$ cat src/hw/irx_pkg.sv
// Purpose: Constants and types of the isochronous receive context status block
// Assumes: Byte addresses on a 12-bit Wishbone window, 32-bit data
// Notes:   Event codes follow the open host controller numbering
`default_nettype none
package irx_pkg;
   localparam int          IRX_NCTX        = 4;
   localparam int          IRX_AW          = 12;
   // Register offsets
   localparam logic [11:0] IRX_CTL_SET_OFS = 12'h400;
   localparam logic [11:0] IRX_CTL_CLR_OFS = 12'h404;
   localparam logic [11:0] IRX_PTR_OFS     = 12'h40c;
   localparam logic [11:0] IRX_CTX_STRIDE  = 12'h020;
   localparam logic [11:0] IRX_STAT_OFS    = 12'h480;
   localparam logic [11:0] IRX_MASK_OFS    = 12'h484;
   // Control field positions
   localparam int          IRX_B_FILL      = 31;
   localparam int          IRX_B_RUN       = 15;
   localparam int          IRX_B_WAKE      = 12;
   localparam int          IRX_B_DEAD      = 11;
   localparam int          IRX_B_ACTIVE    = 10;
   localparam int          IRX_B_SPD       = 5;
   localparam int          IRX_B_CODE      = 0;
   // Speed codes
   localparam logic [2:0]  IRX_SPD_100     = 3'h0;
   localparam logic [2:0]  IRX_SPD_200     = 3'h1;
   localparam logic [2:0]  IRX_SPD_400     = 3'h2;
   // Completion codes
   localparam logic [4:0]  IRX_DONE_OK     = 5'h11;
   localparam logic [4:0]  IRX_PAYLOAD     = 5'h1d;
   localparam logic [4:0]  IRX_OVERSIZE    = 5'h02;
   localparam logic [4:0]  IRX_FIFO_OVF    = 5'h05;
   localparam logic [4:0]  IRX_DESCR_RD    = 5'h06;
   localparam logic [4:0]  IRX_DATA_WR     = 5'h08;
   localparam logic [4:0]  IRX_UNKNOWN     = 5'h0e;
   // Values after reset
   localparam logic [31:0] IRX_PTR_RST     = 32'h0000_0000;
   localparam logic [2:0]  IRX_SPD_RST     = 3'h0;
   localparam logic [4:0]  IRX_CODE_RST    = 5'h00;
   localparam logic [7:0]  IRX_MASK_RST    = 8'h00;
   localparam logic [7:0]  IRX_STAT_RST    = 8'h00;

   typedef struct packed {
      logic        fill;
      logic        run;
      logic        wake;
      logic        dead;
      logic        active;
      logic        start;
      logic        backout;
      logic        done_ev;
      logic        fatal_ev;
      logic [2:0]  spd;
      logic [4:0]  code;
      logic [31:0] ptr;
   } irx_ctx_t;
endpackage
`default_nettype wire

$ cat src/hw/irx_bus_if.sv
// Purpose: Decoded register request between bus slave and core
// Assumes: req is a one-cycle pulse per bus cycle
// Notes:   rdat is combinational from the core
`default_nettype none
interface irx_bus_if;
   logic        req;
   logic        we;
   logic [11:0] adr;
   logic [3:0]  sel;
   logic [31:0] wdat;
   logic [31:0] rdat;
   modport slave (output req, output we, output adr, output sel, output wdat, input rdat);
   modport core  (input req, input we, input adr, input sel, input wdat, output rdat);
endinterface
`default_nettype wire

$ cat src/hw/irx_wb_slave.sv
// Purpose: Classic Wishbone slave, one wait state
// Assumes: Master holds the request until it samples ack
// Notes:   Read data and ack come from flops
`default_nettype none
module irx_wb_slave
   import irx_pkg::*;
(
   // Clock and reset
   input  wire logic        clk_sys,
   input  wire logic        arst_n,
   // Wishbone
   input  wire logic        wb_cyc_i,
   input  wire logic        wb_stb_i,
   input  wire logic        wb_we_i,
   input  wire logic [11:0] wb_adr_i,
   input  wire logic [3:0]  wb_sel_i,
   input  wire logic [31:0] wb_dat_i,
   output var  logic [31:0] wb_dat_o,
   output var  logic        wb_ack_o,
   // Core side
   irx_bus_if.slave         bus
);
   typedef struct packed {
      logic        ack;
      logic [31:0] dat;
   } irx_wb_t;

   irx_wb_t q;
   irx_wb_t next_q;

   assign bus.req  = wb_cyc_i & wb_stb_i & ~q.ack;
   assign bus.we   = wb_we_i;
   assign bus.adr  = wb_adr_i;
   assign bus.sel  = wb_sel_i;
   assign bus.wdat = wb_dat_i;
   assign wb_dat_o = q.dat;
   assign wb_ack_o = q.ack;

   always_comb begin
      next_q     = q;
      next_q.ack = bus.req;
      if (bus.req && !wb_we_i) begin
         next_q.dat = bus.rdat;
      end
   end

   always_ff @(posedge clk_sys or negedge arst_n) begin
      if (!arst_n) begin
         q <= '0;
      end else begin
         q <= next_q;
      end
   end
endmodule // irx_wb_slave
`default_nettype wire

$ cat src/hw/irx_irq.sv
// Purpose: Sticky event status, mask and level interrupt
// Assumes: Events are one-cycle pulses
// Notes:   Read clears status; a new event in that cycle survives
`default_nettype none
module irx_irq
   import irx_pkg::*;
(
   // Clock and reset
   input  wire logic       clk_sys,
   input  wire logic       arst_n,
   // Events
   input  wire logic [7:0] events,
   // Software access
   input  wire logic       rd_stat,
   input  wire logic       wr_mask,
   input  wire logic [7:0] wdat,
   input  wire logic [7:0] wmask,
   // State
   output var  logic [7:0] status,
   output var  logic [7:0] mask,
   output var  logic       irq
);
   typedef struct packed {
      logic [7:0] stat;
      logic [7:0] mask;
      logic       irq;
   } irx_irq_t;

   irx_irq_t q;
   irx_irq_t next_q;

   assign status = q.stat;
   assign mask   = q.mask;
   assign irq    = q.irq;

   always_comb begin
      next_q = q;
      if (rd_stat) begin
         next_q.stat = '0;
      end
      next_q.stat = next_q.stat | events;
      if (wr_mask) begin
         next_q.mask = (q.mask & ~wmask) | (wdat & wmask);
      end
      next_q.irq = |(next_q.stat & next_q.mask);
   end

   always_ff @(posedge clk_sys or negedge arst_n) begin
      if (!arst_n) begin
         q <= '{stat: IRX_STAT_RST, mask: IRX_MASK_RST, irq: 1'b0};
      end else begin
         q <= next_q;
      end
   end
endmodule // irx_irq
`default_nettype wire

$ cat src/hw/irx_top.sv
// Purpose: Status and control of four isochronous receive contexts
// Assumes: Fetch engine signals are on clk_sys; Wishbone classic slave
// Notes:   Set and clear registers share one control word per context
//
// How it works
// - Each descriptor fetch clears resume_request unless software sets it in the same cycle.
// - A fatal error while context_enable is set sets fatal_halt_flag.
// - fatal_halt_flag clears only when software clears context_enable.
// - processing_flag is one while the context processes descriptors.
// - Control bits 14..13 and 9..8 read as zero.
// - rx_speed_code in bits 7..5: 000, 001, 010 for 100, 200, 400 Mbit/s.
// - In fill_mode completion_code is ok, descriptor read, data write or unknown.
// - In fill_mode packets with length, CRC or overrun errors are backed out.
// - Packet-per-buffer mode reports seven completion codes.
// - Setting context_enable fetches the first block at the command pointer.
// - Four contexts, registers 32 bytes apart.
// - fill_mode packs packets back to back; otherwise one packet per buffer.
//
// The Wishbone interface to the registers is this design's own decision.
`default_nettype none
module irx_top
   import irx_pkg::*;
(
   // Clock and reset
   input  wire logic                 clk_sys,
   input  wire logic                 arst_n,
   // Wishbone
   input  wire logic                 wb_cyc_i,
   input  wire logic                 wb_stb_i,
   input  wire logic                 wb_we_i,
   input  wire logic [11:0]          wb_adr_i,
   input  wire logic [3:0]           wb_sel_i,
   input  wire logic [31:0]          wb_dat_i,
   output var  logic [31:0]          wb_dat_o,
   output var  logic                 wb_ack_o,
   // Descriptor fetch engine reports
   input  wire logic [3:0]           fe_fetch,
   input  wire logic [3:0]           fe_fatal,
   input  wire logic [3:0]           fe_idle,
   input  wire logic [3:0]           fe_done,
   input  wire logic [2:0]           fe_spd,
   input  wire logic [4:0]           fe_code,
   input  wire logic [3:0]           fe_ptr_load,
   input  wire logic [31:0]          fe_ptr,
   // Descriptor fetch engine controls
   output var  logic [3:0]           fetch_start,
   output var  logic [3:0][31:0]     fetch_addr,
   output var  logic [3:0]           ctx_run,
   output var  logic [3:0]           ctx_fill,
   output var  logic [3:0]           ctx_active,
   output var  logic [3:0]           rx_backout,
   // Interrupt
   output var  logic                 irq
);
   irx_bus_if bus ();

   logic [31:0]          wmask;
   logic [31:0]          wbits;
   logic [3:0][31:0]     ctl_word;
   logic [3:0]           done_ev;
   logic [3:0]           fatal_ev;
   logic                 rd_stat;
   logic                 wr_mask;
   logic [7:0]           irq_status;
   logic [7:0]           irq_mask;

   irx_wb_slave u_wb (
      .clk_sys  (clk_sys),
      .arst_n   (arst_n),
      .wb_cyc_i (wb_cyc_i),
      .wb_stb_i (wb_stb_i),
      .wb_we_i  (wb_we_i),
      .wb_adr_i (wb_adr_i),
      .wb_sel_i (wb_sel_i),
      .wb_dat_i (wb_dat_i),
      .wb_dat_o (wb_dat_o),
      .wb_ack_o (wb_ack_o),
      .bus      (bus)
   );

   // Byte lanes to bit mask
   assign wmask = {{8{bus.sel[3]}}, {8{bus.sel[2]}}, {8{bus.sel[1]}}, {8{bus.sel[0]}}};
   assign wbits = bus.wdat & wmask;

   assign rd_stat = bus.req & ~bus.we & (bus.adr == IRX_STAT_OFS);
   assign wr_mask = bus.req & bus.we & (bus.adr == IRX_MASK_OFS);

   irx_irq u_irq (
      .clk_sys (clk_sys),
      .arst_n  (arst_n),
      .events  ({fatal_ev, done_ev}),
      .rd_stat (rd_stat),
      .wr_mask (wr_mask),
      .wdat    (bus.wdat[7:0]),
      .wmask   (wmask[7:0]),
      .status  (irq_status),
      .mask    (irq_mask),
      .irq     (irq)
   );

   // Per-context state
   for (genvar n = 0; n < IRX_NCTX; n++) begin : g_ctx
      localparam logic [11:0] BASE = 12'(n) * IRX_CTX_STRIDE;

      irx_ctx_t q;
      irx_ctx_t next_q;
      logic     wr_set;
      logic     wr_clr;
      logic     sw_run_set;
      logic     sw_run_clr;
      logic     sw_wake;
      logic     run_rise;
      logic     resume;
      logic     bad_pkt;
      logic     code_ok;
      logic [31:0] word;

      assign wr_set = bus.req & bus.we & (bus.adr == 12'(IRX_CTL_SET_OFS + BASE));
      assign wr_clr = bus.req & bus.we & (bus.adr == 12'(IRX_CTL_CLR_OFS + BASE));

      assign sw_run_set = wr_set & wbits[IRX_B_RUN];
      assign sw_run_clr = wr_clr & wbits[IRX_B_RUN];
      assign sw_wake    = wr_set & wbits[IRX_B_WAKE];

      // Errors a filled buffer cannot keep
      assign bad_pkt = (fe_code == IRX_PAYLOAD) | (fe_code == IRX_OVERSIZE) | (fe_code == IRX_FIFO_OVF);

      always_comb begin
         code_ok = 1'b0;
         case (fe_code)
            IRX_DONE_OK,
            IRX_DESCR_RD,
            IRX_DATA_WR,
            IRX_UNKNOWN:  code_ok = 1'b1;
            IRX_PAYLOAD,
            IRX_OVERSIZE,
            IRX_FIFO_OVF: code_ok = ~q.fill;
            default:      code_ok = 1'b0;
         endcase
      end

      always_comb begin
         next_q          = q;
         next_q.start    = 1'b0;
         next_q.backout  = 1'b0;
         next_q.done_ev  = 1'b0;
         next_q.fatal_ev = 1'b0;
         run_rise        = 1'b0;
         resume          = 1'b0;

         // fill_mode and context_enable via set and clear words
         if (wr_set && wbits[IRX_B_FILL]) begin
            next_q.fill = 1'b1;
         end
         if (wr_clr && wbits[IRX_B_FILL]) begin
            next_q.fill = 1'b0;
         end
         if (sw_run_set) begin
            next_q.run = 1'b1;
            run_rise   = ~q.run;
         end
         if (sw_run_clr) begin
            next_q.run = 1'b0;
         end

         // Resume request: fetch clears, software set wins
         if (fe_fetch[n]) begin
            next_q.wake = 1'b0;
         end
         if (sw_wake) begin
            next_q.wake = 1'b1;
         end

         // Fatal flag held until context_enable clears
         if (!next_q.run) begin
            next_q.dead = 1'b0;
         end
         if (fe_fatal[n] && q.run) begin
            next_q.dead     = 1'b1;
            next_q.fatal_ev = ~q.dead;
         end

         // Start or resume descriptor processing
         resume = sw_wake & q.run & ~q.active & ~q.dead;
         if ((run_rise || resume) && !next_q.dead) begin
            next_q.start  = 1'b1;
            next_q.active = 1'b1;
         end
         if (!next_q.run || next_q.dead || (fe_idle[n] && !next_q.start)) begin
            next_q.active = 1'b0;
         end

         // Pointer advanced by the fetch engine
         if (fe_ptr_load[n]) begin
            next_q.ptr = fe_ptr;
         end

         // Completion of a descriptor
         if (fe_done[n] && q.run) begin
            if (q.fill && bad_pkt) begin
               next_q.backout = 1'b1;
            end else begin
               next_q.spd     = fe_spd;
               next_q.code    = code_ok ? fe_code : IRX_UNKNOWN;
               next_q.done_ev = 1'b1;
            end
         end
      end

      always_ff @(posedge clk_sys or negedge arst_n) begin
         if (!arst_n) begin
            q <= '{fill: 1'b0, run: 1'b0, wake: 1'b0, dead: 1'b0, active: 1'b0,
                   start: 1'b0, backout: 1'b0, done_ev: 1'b0, fatal_ev: 1'b0,
                   spd: IRX_SPD_RST, code: IRX_CODE_RST, ptr: IRX_PTR_RST};
         end else begin
            q <= next_q;
         end
      end

      // Control word as software sees it, reserved bits zero
      always_comb begin
         word                = '0;
         word[IRX_B_FILL]    = q.fill;
         word[IRX_B_RUN]     = q.run;
         word[IRX_B_WAKE]    = q.wake;
         word[IRX_B_DEAD]    = q.dead;
         word[IRX_B_ACTIVE]  = q.active;
         word[IRX_B_SPD+:3]  = q.spd;
         word[IRX_B_CODE+:5] = q.code;
      end

      assign ctl_word[n]    = word;

      assign fetch_start[n] = q.start;
      assign fetch_addr[n]  = q.ptr;
      assign ctx_run[n]     = q.run;
      assign ctx_fill[n]    = q.fill;
      assign ctx_active[n]  = q.active;
      assign rx_backout[n]  = q.backout;
      assign done_ev[n]     = q.done_ev;
      assign fatal_ev[n]    = q.fatal_ev;
   end

   // Read multiplexer, unmapped reads return zero
   always_comb begin
      bus.rdat = '0;
      if (bus.adr == IRX_STAT_OFS) begin
         bus.rdat = {24'h00_0000, irq_status};
      end
      if (bus.adr == IRX_MASK_OFS) begin
         bus.rdat = {24'h00_0000, irq_mask};
      end
      for (int i = 0; i < IRX_NCTX; i++) begin
         if (bus.adr == 12'(IRX_CTL_SET_OFS + 12'(i) * IRX_CTX_STRIDE) ||
             bus.adr == 12'(IRX_CTL_CLR_OFS + 12'(i) * IRX_CTX_STRIDE)) begin
            bus.rdat = ctl_word[i];
         end
         if (bus.adr == 12'(IRX_PTR_OFS + 12'(i) * IRX_CTX_STRIDE)) begin
            bus.rdat = fetch_addr[i];
         end
      end
   end
endmodule // irx_top
`default_nettype wire

$ cat config.mk
export PLATFORM = sky130hd
export DESIGN_NAME = irx_top
export DESIGN_NICKNAME = d
export VERILOG_FILES = /design/src/hw/irx_pkg.sv /design/src/hw/irx_bus_if.sv /design/src/hw/irx_wb_slave.sv /design/src/hw/irx_irq.sv /design/src/hw/irx_top.sv
export SDC_FILE = /design/constraint.sdc
export NUM_CORES = 1
export LEC_CHECK = 0
export BUFFER_PORTS_ARGS = -buffer_cell sky130_fd_sc_hd__buf_2
export CAP_MARGIN = 20
export CORE_ASPECT_RATIO = 1.1
export CORE_MARGIN = 2
export CORE_UTILIZATION = 30
export DETAILED_ROUTE_END_ITERATION = 12
export SYNTH_ARGS = -nofsm -noshare
export SYNTH_HDL_FRONTEND = slang
export SYNTH_HIERARCHICAL = 1
export SYNTH_SLANG_ARGS = --single-unit
$ cat constraint.sdc
create_clock -name clk_sys -period 3.8 [get_ports clk_sys]
set_input_delay 0.57 -clock clk_sys [delete_from_list [all_inputs] [get_ports clk_sys]]
set_output_delay 0.57 -clock clk_sys [all_outputs]
set_load 0.01 [all_outputs]
# Word level (Yosys, flattened, before mapping)
# Index checks and enable logic that the tools add are counted.
[totals]
ff_bits = 246
latchBits = 0
mem_bits_rw = 0
romBits = 0
out_inout_bits = 182
word_cells = 300
n_memories = 0
[classes]
addsub = 0
mul = 0
n_div = 0
order_cmp = 0
eq_ne = 21
n_shift = 0
muxes = 80
n_bitwise = 69
n_reduce_logical = 77
[op_table]
columns = ["op", "count"]
rows = [
  ["2-to-1 mux 32 bit", 9],
  ["equality test 12 x 11 -> 1 bit, second input constant", 14],
  ["2-to-1 mux 1 bit", 52],
  ["AND 1 bit", 38],
  ["AND 32 bit", 1],
  ["logical AND 1 bit", 29],
  ["AND 8 bit", 3],
  ["2-to-1 mux 8 bit", 3],
  ["nonzero test 2 bit", 12],
  ["NOT 1 bit", 22],
  ["2-to-1 mux 5 bit", 4],
  ["logical OR 1 bit", 16],
  ["2-to-1 mux 2 bit", 8],
  ["OR 8 bit", 2],
  ["zero test 1 bit", 13],
  ["equality test 5 x 3 -> 1 bit, second input constant", 2],
  ["equality test 5 x 4 -> 1 bit, second input constant", 2],
  ["equality test 5 bit, second input constant", 2],
  ["NOT 8 bit", 1],
  ["one-hot mux 1 bit (2 select lines)", 4],
  ["AND reduction 2 bit", 4],
  ["OR reduction 8 bit", 1],
  ["equality test 5 x 2 -> 1 bit, second input constant", 1],
  ["OR reduction 4 bit", 1],
  ["2 further kinds", 3],
]

# Logic depth before layout (Yosys ltp)
[logic_depth]
ltp_word = 16
ltp_mapped = 11
mapped_depth_nobuf = 8

# Cells and area by module
# Netlist, hierarchy kept.
[modules_own_cells]
columns = ["mod", "instances", "cells_per_inst", "area_each_um2", "seq_area_each_um2"]
rows = [
  ["irx_top", 1, 804, 9491.6, 4904.7],
  ["irx_wb_slave", 1, 121, 1751.7, 825.8],
  ["irx_irq", 1, 48, 719.4, 425.4],
]

# Least setup slack after synthesis
# No wires, ideal clock.
[synth_timing]
path_type = "input port to flip-flop"
start = "in wb_adr_i[2]"
end = "reg u_irq.q, in the netlist u_irq/irq"
arrival_time_ns = 2.565
t_required_ns = 3.665
setup_slack_ns = 1.100
stages = 11
cell_sequence = "buf_4 clkbuf_1 buf_1 clkbuf_1 nand3_1 nor3_1 buf_6 nand2_2 mux2_4 a22oi_2 nand4_1"
[synth_lines]
columns = ["item", "line_no", "rtl"]
rows = [
  ["start, declared", "irx_top.sv:31", "input wire logic [11:0] wb_adr_i,"],
  ["end signal, assigned", "irx_irq.sv:50", "q <= '{stat: IRX_STAT_RST, mask: IRX_MASK_RST, irq: 1'b0};"],
  ["end signal, assigned", "irx_irq.sv:52", "q <= next_q;"],
  ["end, declared", "irx_irq.sv:29", "irx_irq_t q;"],
]

# Worst setup path in the final report
[layout_timing]
start = "in wb_adr_i[5]"
end = "reg u_wb.q, in the netlist u_wb/wb_dat_o[11]"
[layout_via]
elab_chain_cells = 10
word_cells_on_any_way = 24
cone_classes = "12 x eq/ne; 8 x mux; 4 x reduce/logical"
[layout_lines]
columns = ["item", "line_no", "rtl"]
rows = [
  ["equality test 12 x 11 -> 1 bit, on equally long branches", "irx_top.sv:254, irx_top.sv:255", ""],
  ["logical OR 1 bit", "irx_top.sv:254", "if (bus.adr == 12'(IRX_CTL_SET_OFS + 12'(i) * IRX_CTX_STRIDE) ||"],
  ["2-to-1 mux 32 bit", "irx_top.sv:254", ""],
  ["2-to-1 mux 32 bit", "irx_top.sv:258", "if (bus.adr == 12'(IRX_PTR_OFS + 12'(i) * IRX_CTX_STRIDE)) begin"],
  ["2-to-1 mux 32 bit", "irx_top.sv:254", ""],
  ["2-to-1 mux 32 bit", "irx_top.sv:258", ""],
  ["2-to-1 mux 32 bit", "irx_top.sv:254", ""],
  ["2-to-1 mux 32 bit", "irx_top.sv:258", ""],
  ["2-to-1 mux 32 bit", "irx_top.sv:254", ""],
  ["2-to-1 mux 32 bit (*)", "irx_top.sv:258", ""],
  ["named net bus.rdat[11]", "irx_bus_if.sv:11", "logic [31:0] rdat;"],
  ["end signal, assigned", "irx_wb_slave.sv:51", "q <= next_q;"],
  ["end, declared", "irx_wb_slave.sv:28", "irx_wb_t q;"],
]
# The timed path passes the listed nets; every way through them passes the cells marked *.
# A chain may end at the register's enable or synchronous reset.

==> impl_metrics.ini <==
[placement]
post-place-ws_ps = 850
dpl.hpwl_mm = 27.6
port_buffers = 272
placed_area_sq_um = 13400
globalplace.congestion = 0.890

[sta]
setup-violations-final = 0
rsz0062_at_grt = no
fin_crit_ps = 2460
final.setup_skew_ps = 18.1
hold_viol_final = 0
setup_slack_ps = 1340
fmax_ghz = 0.407
slew_violations = 0
tns_ps = 0
min_period_over_period = 0.647
worst_slew_pin_slew_ps = 1070
relSlewSlack = 0.288

[global_routing]
antenna_found_initial = 6
grt_pass1_vias = 8924
globalRouteOverflowTotal = 0
grt_use_total = 0.184
grt_start_max_net_pins = 96
grt_pass1_wl_mm = 56.8

[clock_tree]
cts-root-buf = clkbuf_16
worstSkewPairLatency_ps = 560
clk_path_buf_depth = 3
clkSinkCount = 246
cts_tree = done
path_clk_slew_ps = 60
numCtsBuffers = 29
h-tree-depth = 1

[worst_setup_path]
path_class = in -> reg
endpoint_kind = flip-flop
critPathMaxFanout = 18
crit_arrival_ps = 2890
worstPathRequired_ps = 4230
critPathLaunchType = input pin

[final_layout]
final_area_sq_um = 14400
syn_to_final_growth_pct = 21.9
drive_gt1_frac = 0.463
nets = 1292
nFillCells = 3878

[detailed_routing]
wirelength_mm = 38.7
drc = 0
wl_per_cell_microns = 22.6
viasPerCell = 5.16
dr.first_iter.drc_count = 531
firstDrtPassIters = 5
dr_total_vias = 8830
ant_nets = 0

[status]
outcome = finished clean

[power]
vdd_drop_max_v = 0.000388
power.density_nw_per_um2 = 446
leakage_nw = 6.54

[floorplan]
die_y_microns = 212
start_util = 0.303
rows = 76
dieArea_sq_um = 40900
core_area_sq_um = 39000
die_x_microns = 193
pin_count = 295

[logic_synthesis]
ys_warn_count = 6
syn_nets = 1064
syn_area_sq_um = 11800
netlist_instances = 951
avgSynthCellArea_sq_um = 12.4

[run]
maxCapViolCount = 0

[worst_hold_path]
hp-class = in -> reg
[path summary, 6_finish.rpt]
check / startpoint / endpoint / slack [ps] / cells past startpoint
min in group asynchronous: arst_n / fetch_addr[39] / 550 / 2
hold / removal: fe_fetch[3] / ctl_word[108] / 220 / 2
max in group asynchronous: arst_n / fetch_addr[82] / 2250 / 3
setup reg to reg: ctx_run[3] / ctl_word[99] / 1520 / 4
hold reg to reg: fatal_ev[2] / u_irq/status[6] / 460 / 1
setup / recovery: wb_adr_i[5] / u_wb/wb_dat_o[11] / 1340 / 8
[per-stage QoR]
stage | power (mW) | instances | hold WS [ps] | utilization
2_1_floorplan | 3.29 | 951 | 274 | -
3_3_place_gp | 3.64 | 1654 | 431 | 0.344
3_5_place_dp | 3.66 | 1654 | 447 | 0.344
4_1_cts | 6.51 | 1707 | 179 | 0.369
5_1_grt | 6.67 | 1711 | 191 | 0.369
6_report | 6.41 | 1712 | 220 | 0.369
[state kept, by name, summed over array words and instances (netlist names), 4 cells and up]
signal,count
ctl_word,40
ctx_active,4
ctx_fill,4
ctx_run,4
done_ev,4
fatal_ev,4
fetch_addr,128
fetch_start,4
rx_backout,4
u_irq/mask,8
u_irq/status,8
u_wb/wb_dat_o,32
[routing by layer]
metal | wire, microns | vias up | track usage | share of wire
met5 | 30 | - | 0 | 0.00078
met4 | 1600 | 4 | 0.0771 | 0.041
met3 | 2810 | 77 | 0.0353 | 0.073
met2 | 17100 | 355 | 0.277 | 0.44
met1 | 17200 | 4434 | 0.260 | 0.44
li1 | - | 3960 | - | -
[where the power goes]
group | internal (mW) | switching, mW | total [mW]
registers | 2.78 | 0.137 | 2.91
logic | 0.303 | 0.388 | 0.691
clock network | 1.67 | 1.14 | 2.80
[critical path: stages]
cell	delay, ps
buf_2	340
or4b_1	690
buf_4	270
nor3_1	170
o21ai_0	100
a221oi_1	310
o21ai_0	150
mux2_4	270
[repair_timing]
| item | in CTS | in global routing |
|---|---|---|
| hold buffers | 1 | 0 |
| gates resized for setup | 0 | 0 |
| buffers inserted | 0 | 0 |
| hold endpoints to repair | 9 | 0 |
[cell type report]
cell class / count / area [sq um] / area share
Clock inverter: 16 / 173 / 0.0120
Timing Repair Buffer: 297 / 1590 / 0.110
Multi-Input combinational cell: 578 / 4940 / 0.343
Tap cell: 507 / 634 / 0.0441
Sequential cell: 246 / 6160 / 0.428
Inverter: 27 / 101 / 0.00705
Antenna cell: 5 / 12.5 / 0.000870
Clock buffer: 36 / 782 / 0.0544
[cells in the final DEF (no fill, tap or decap), types with 5 or more instances in the layout]
| cell type | instances |
|---|---|
| buf_2 | 271 |
| dfrtp_1 | 246 |
| mux2_2 | 142 |
| mux2_4 | 38 |
| nand2_1 | 35 |
| nor2_1 | 35 |
| o21ai_0 | 30 |
| clkbuf_16 | 29 |
| inv_1 | 27 |
| a21oi_1 | 26 |
| a22o_1 | 22 |
| buf_4 | 22 |
| o211ai_1 | 21 |
| a221o_1 | 19 |
| o22ai_1 | 16 |
| a22oi_1 | 15 |
| nand4_1 | 14 |
| or3_1 | 13 |
| o22a_1 | 12 |
| nor2b_1 | 11 |
| nor3_1 | 9 |
| a32o_1 | 9 |
| mux2i_1 | 9 |
| and3_1 | 8 |
| clkinv_2 | 8 |
| a21o_1 | 8 |
| nand3_1 | 7 |
| nand2_2 | 7 |
| a21oi_2 | 6 |
| diode_2 | 5 |
| o31ai_1 | 5 |
Power figures use the tool's default switching activity.
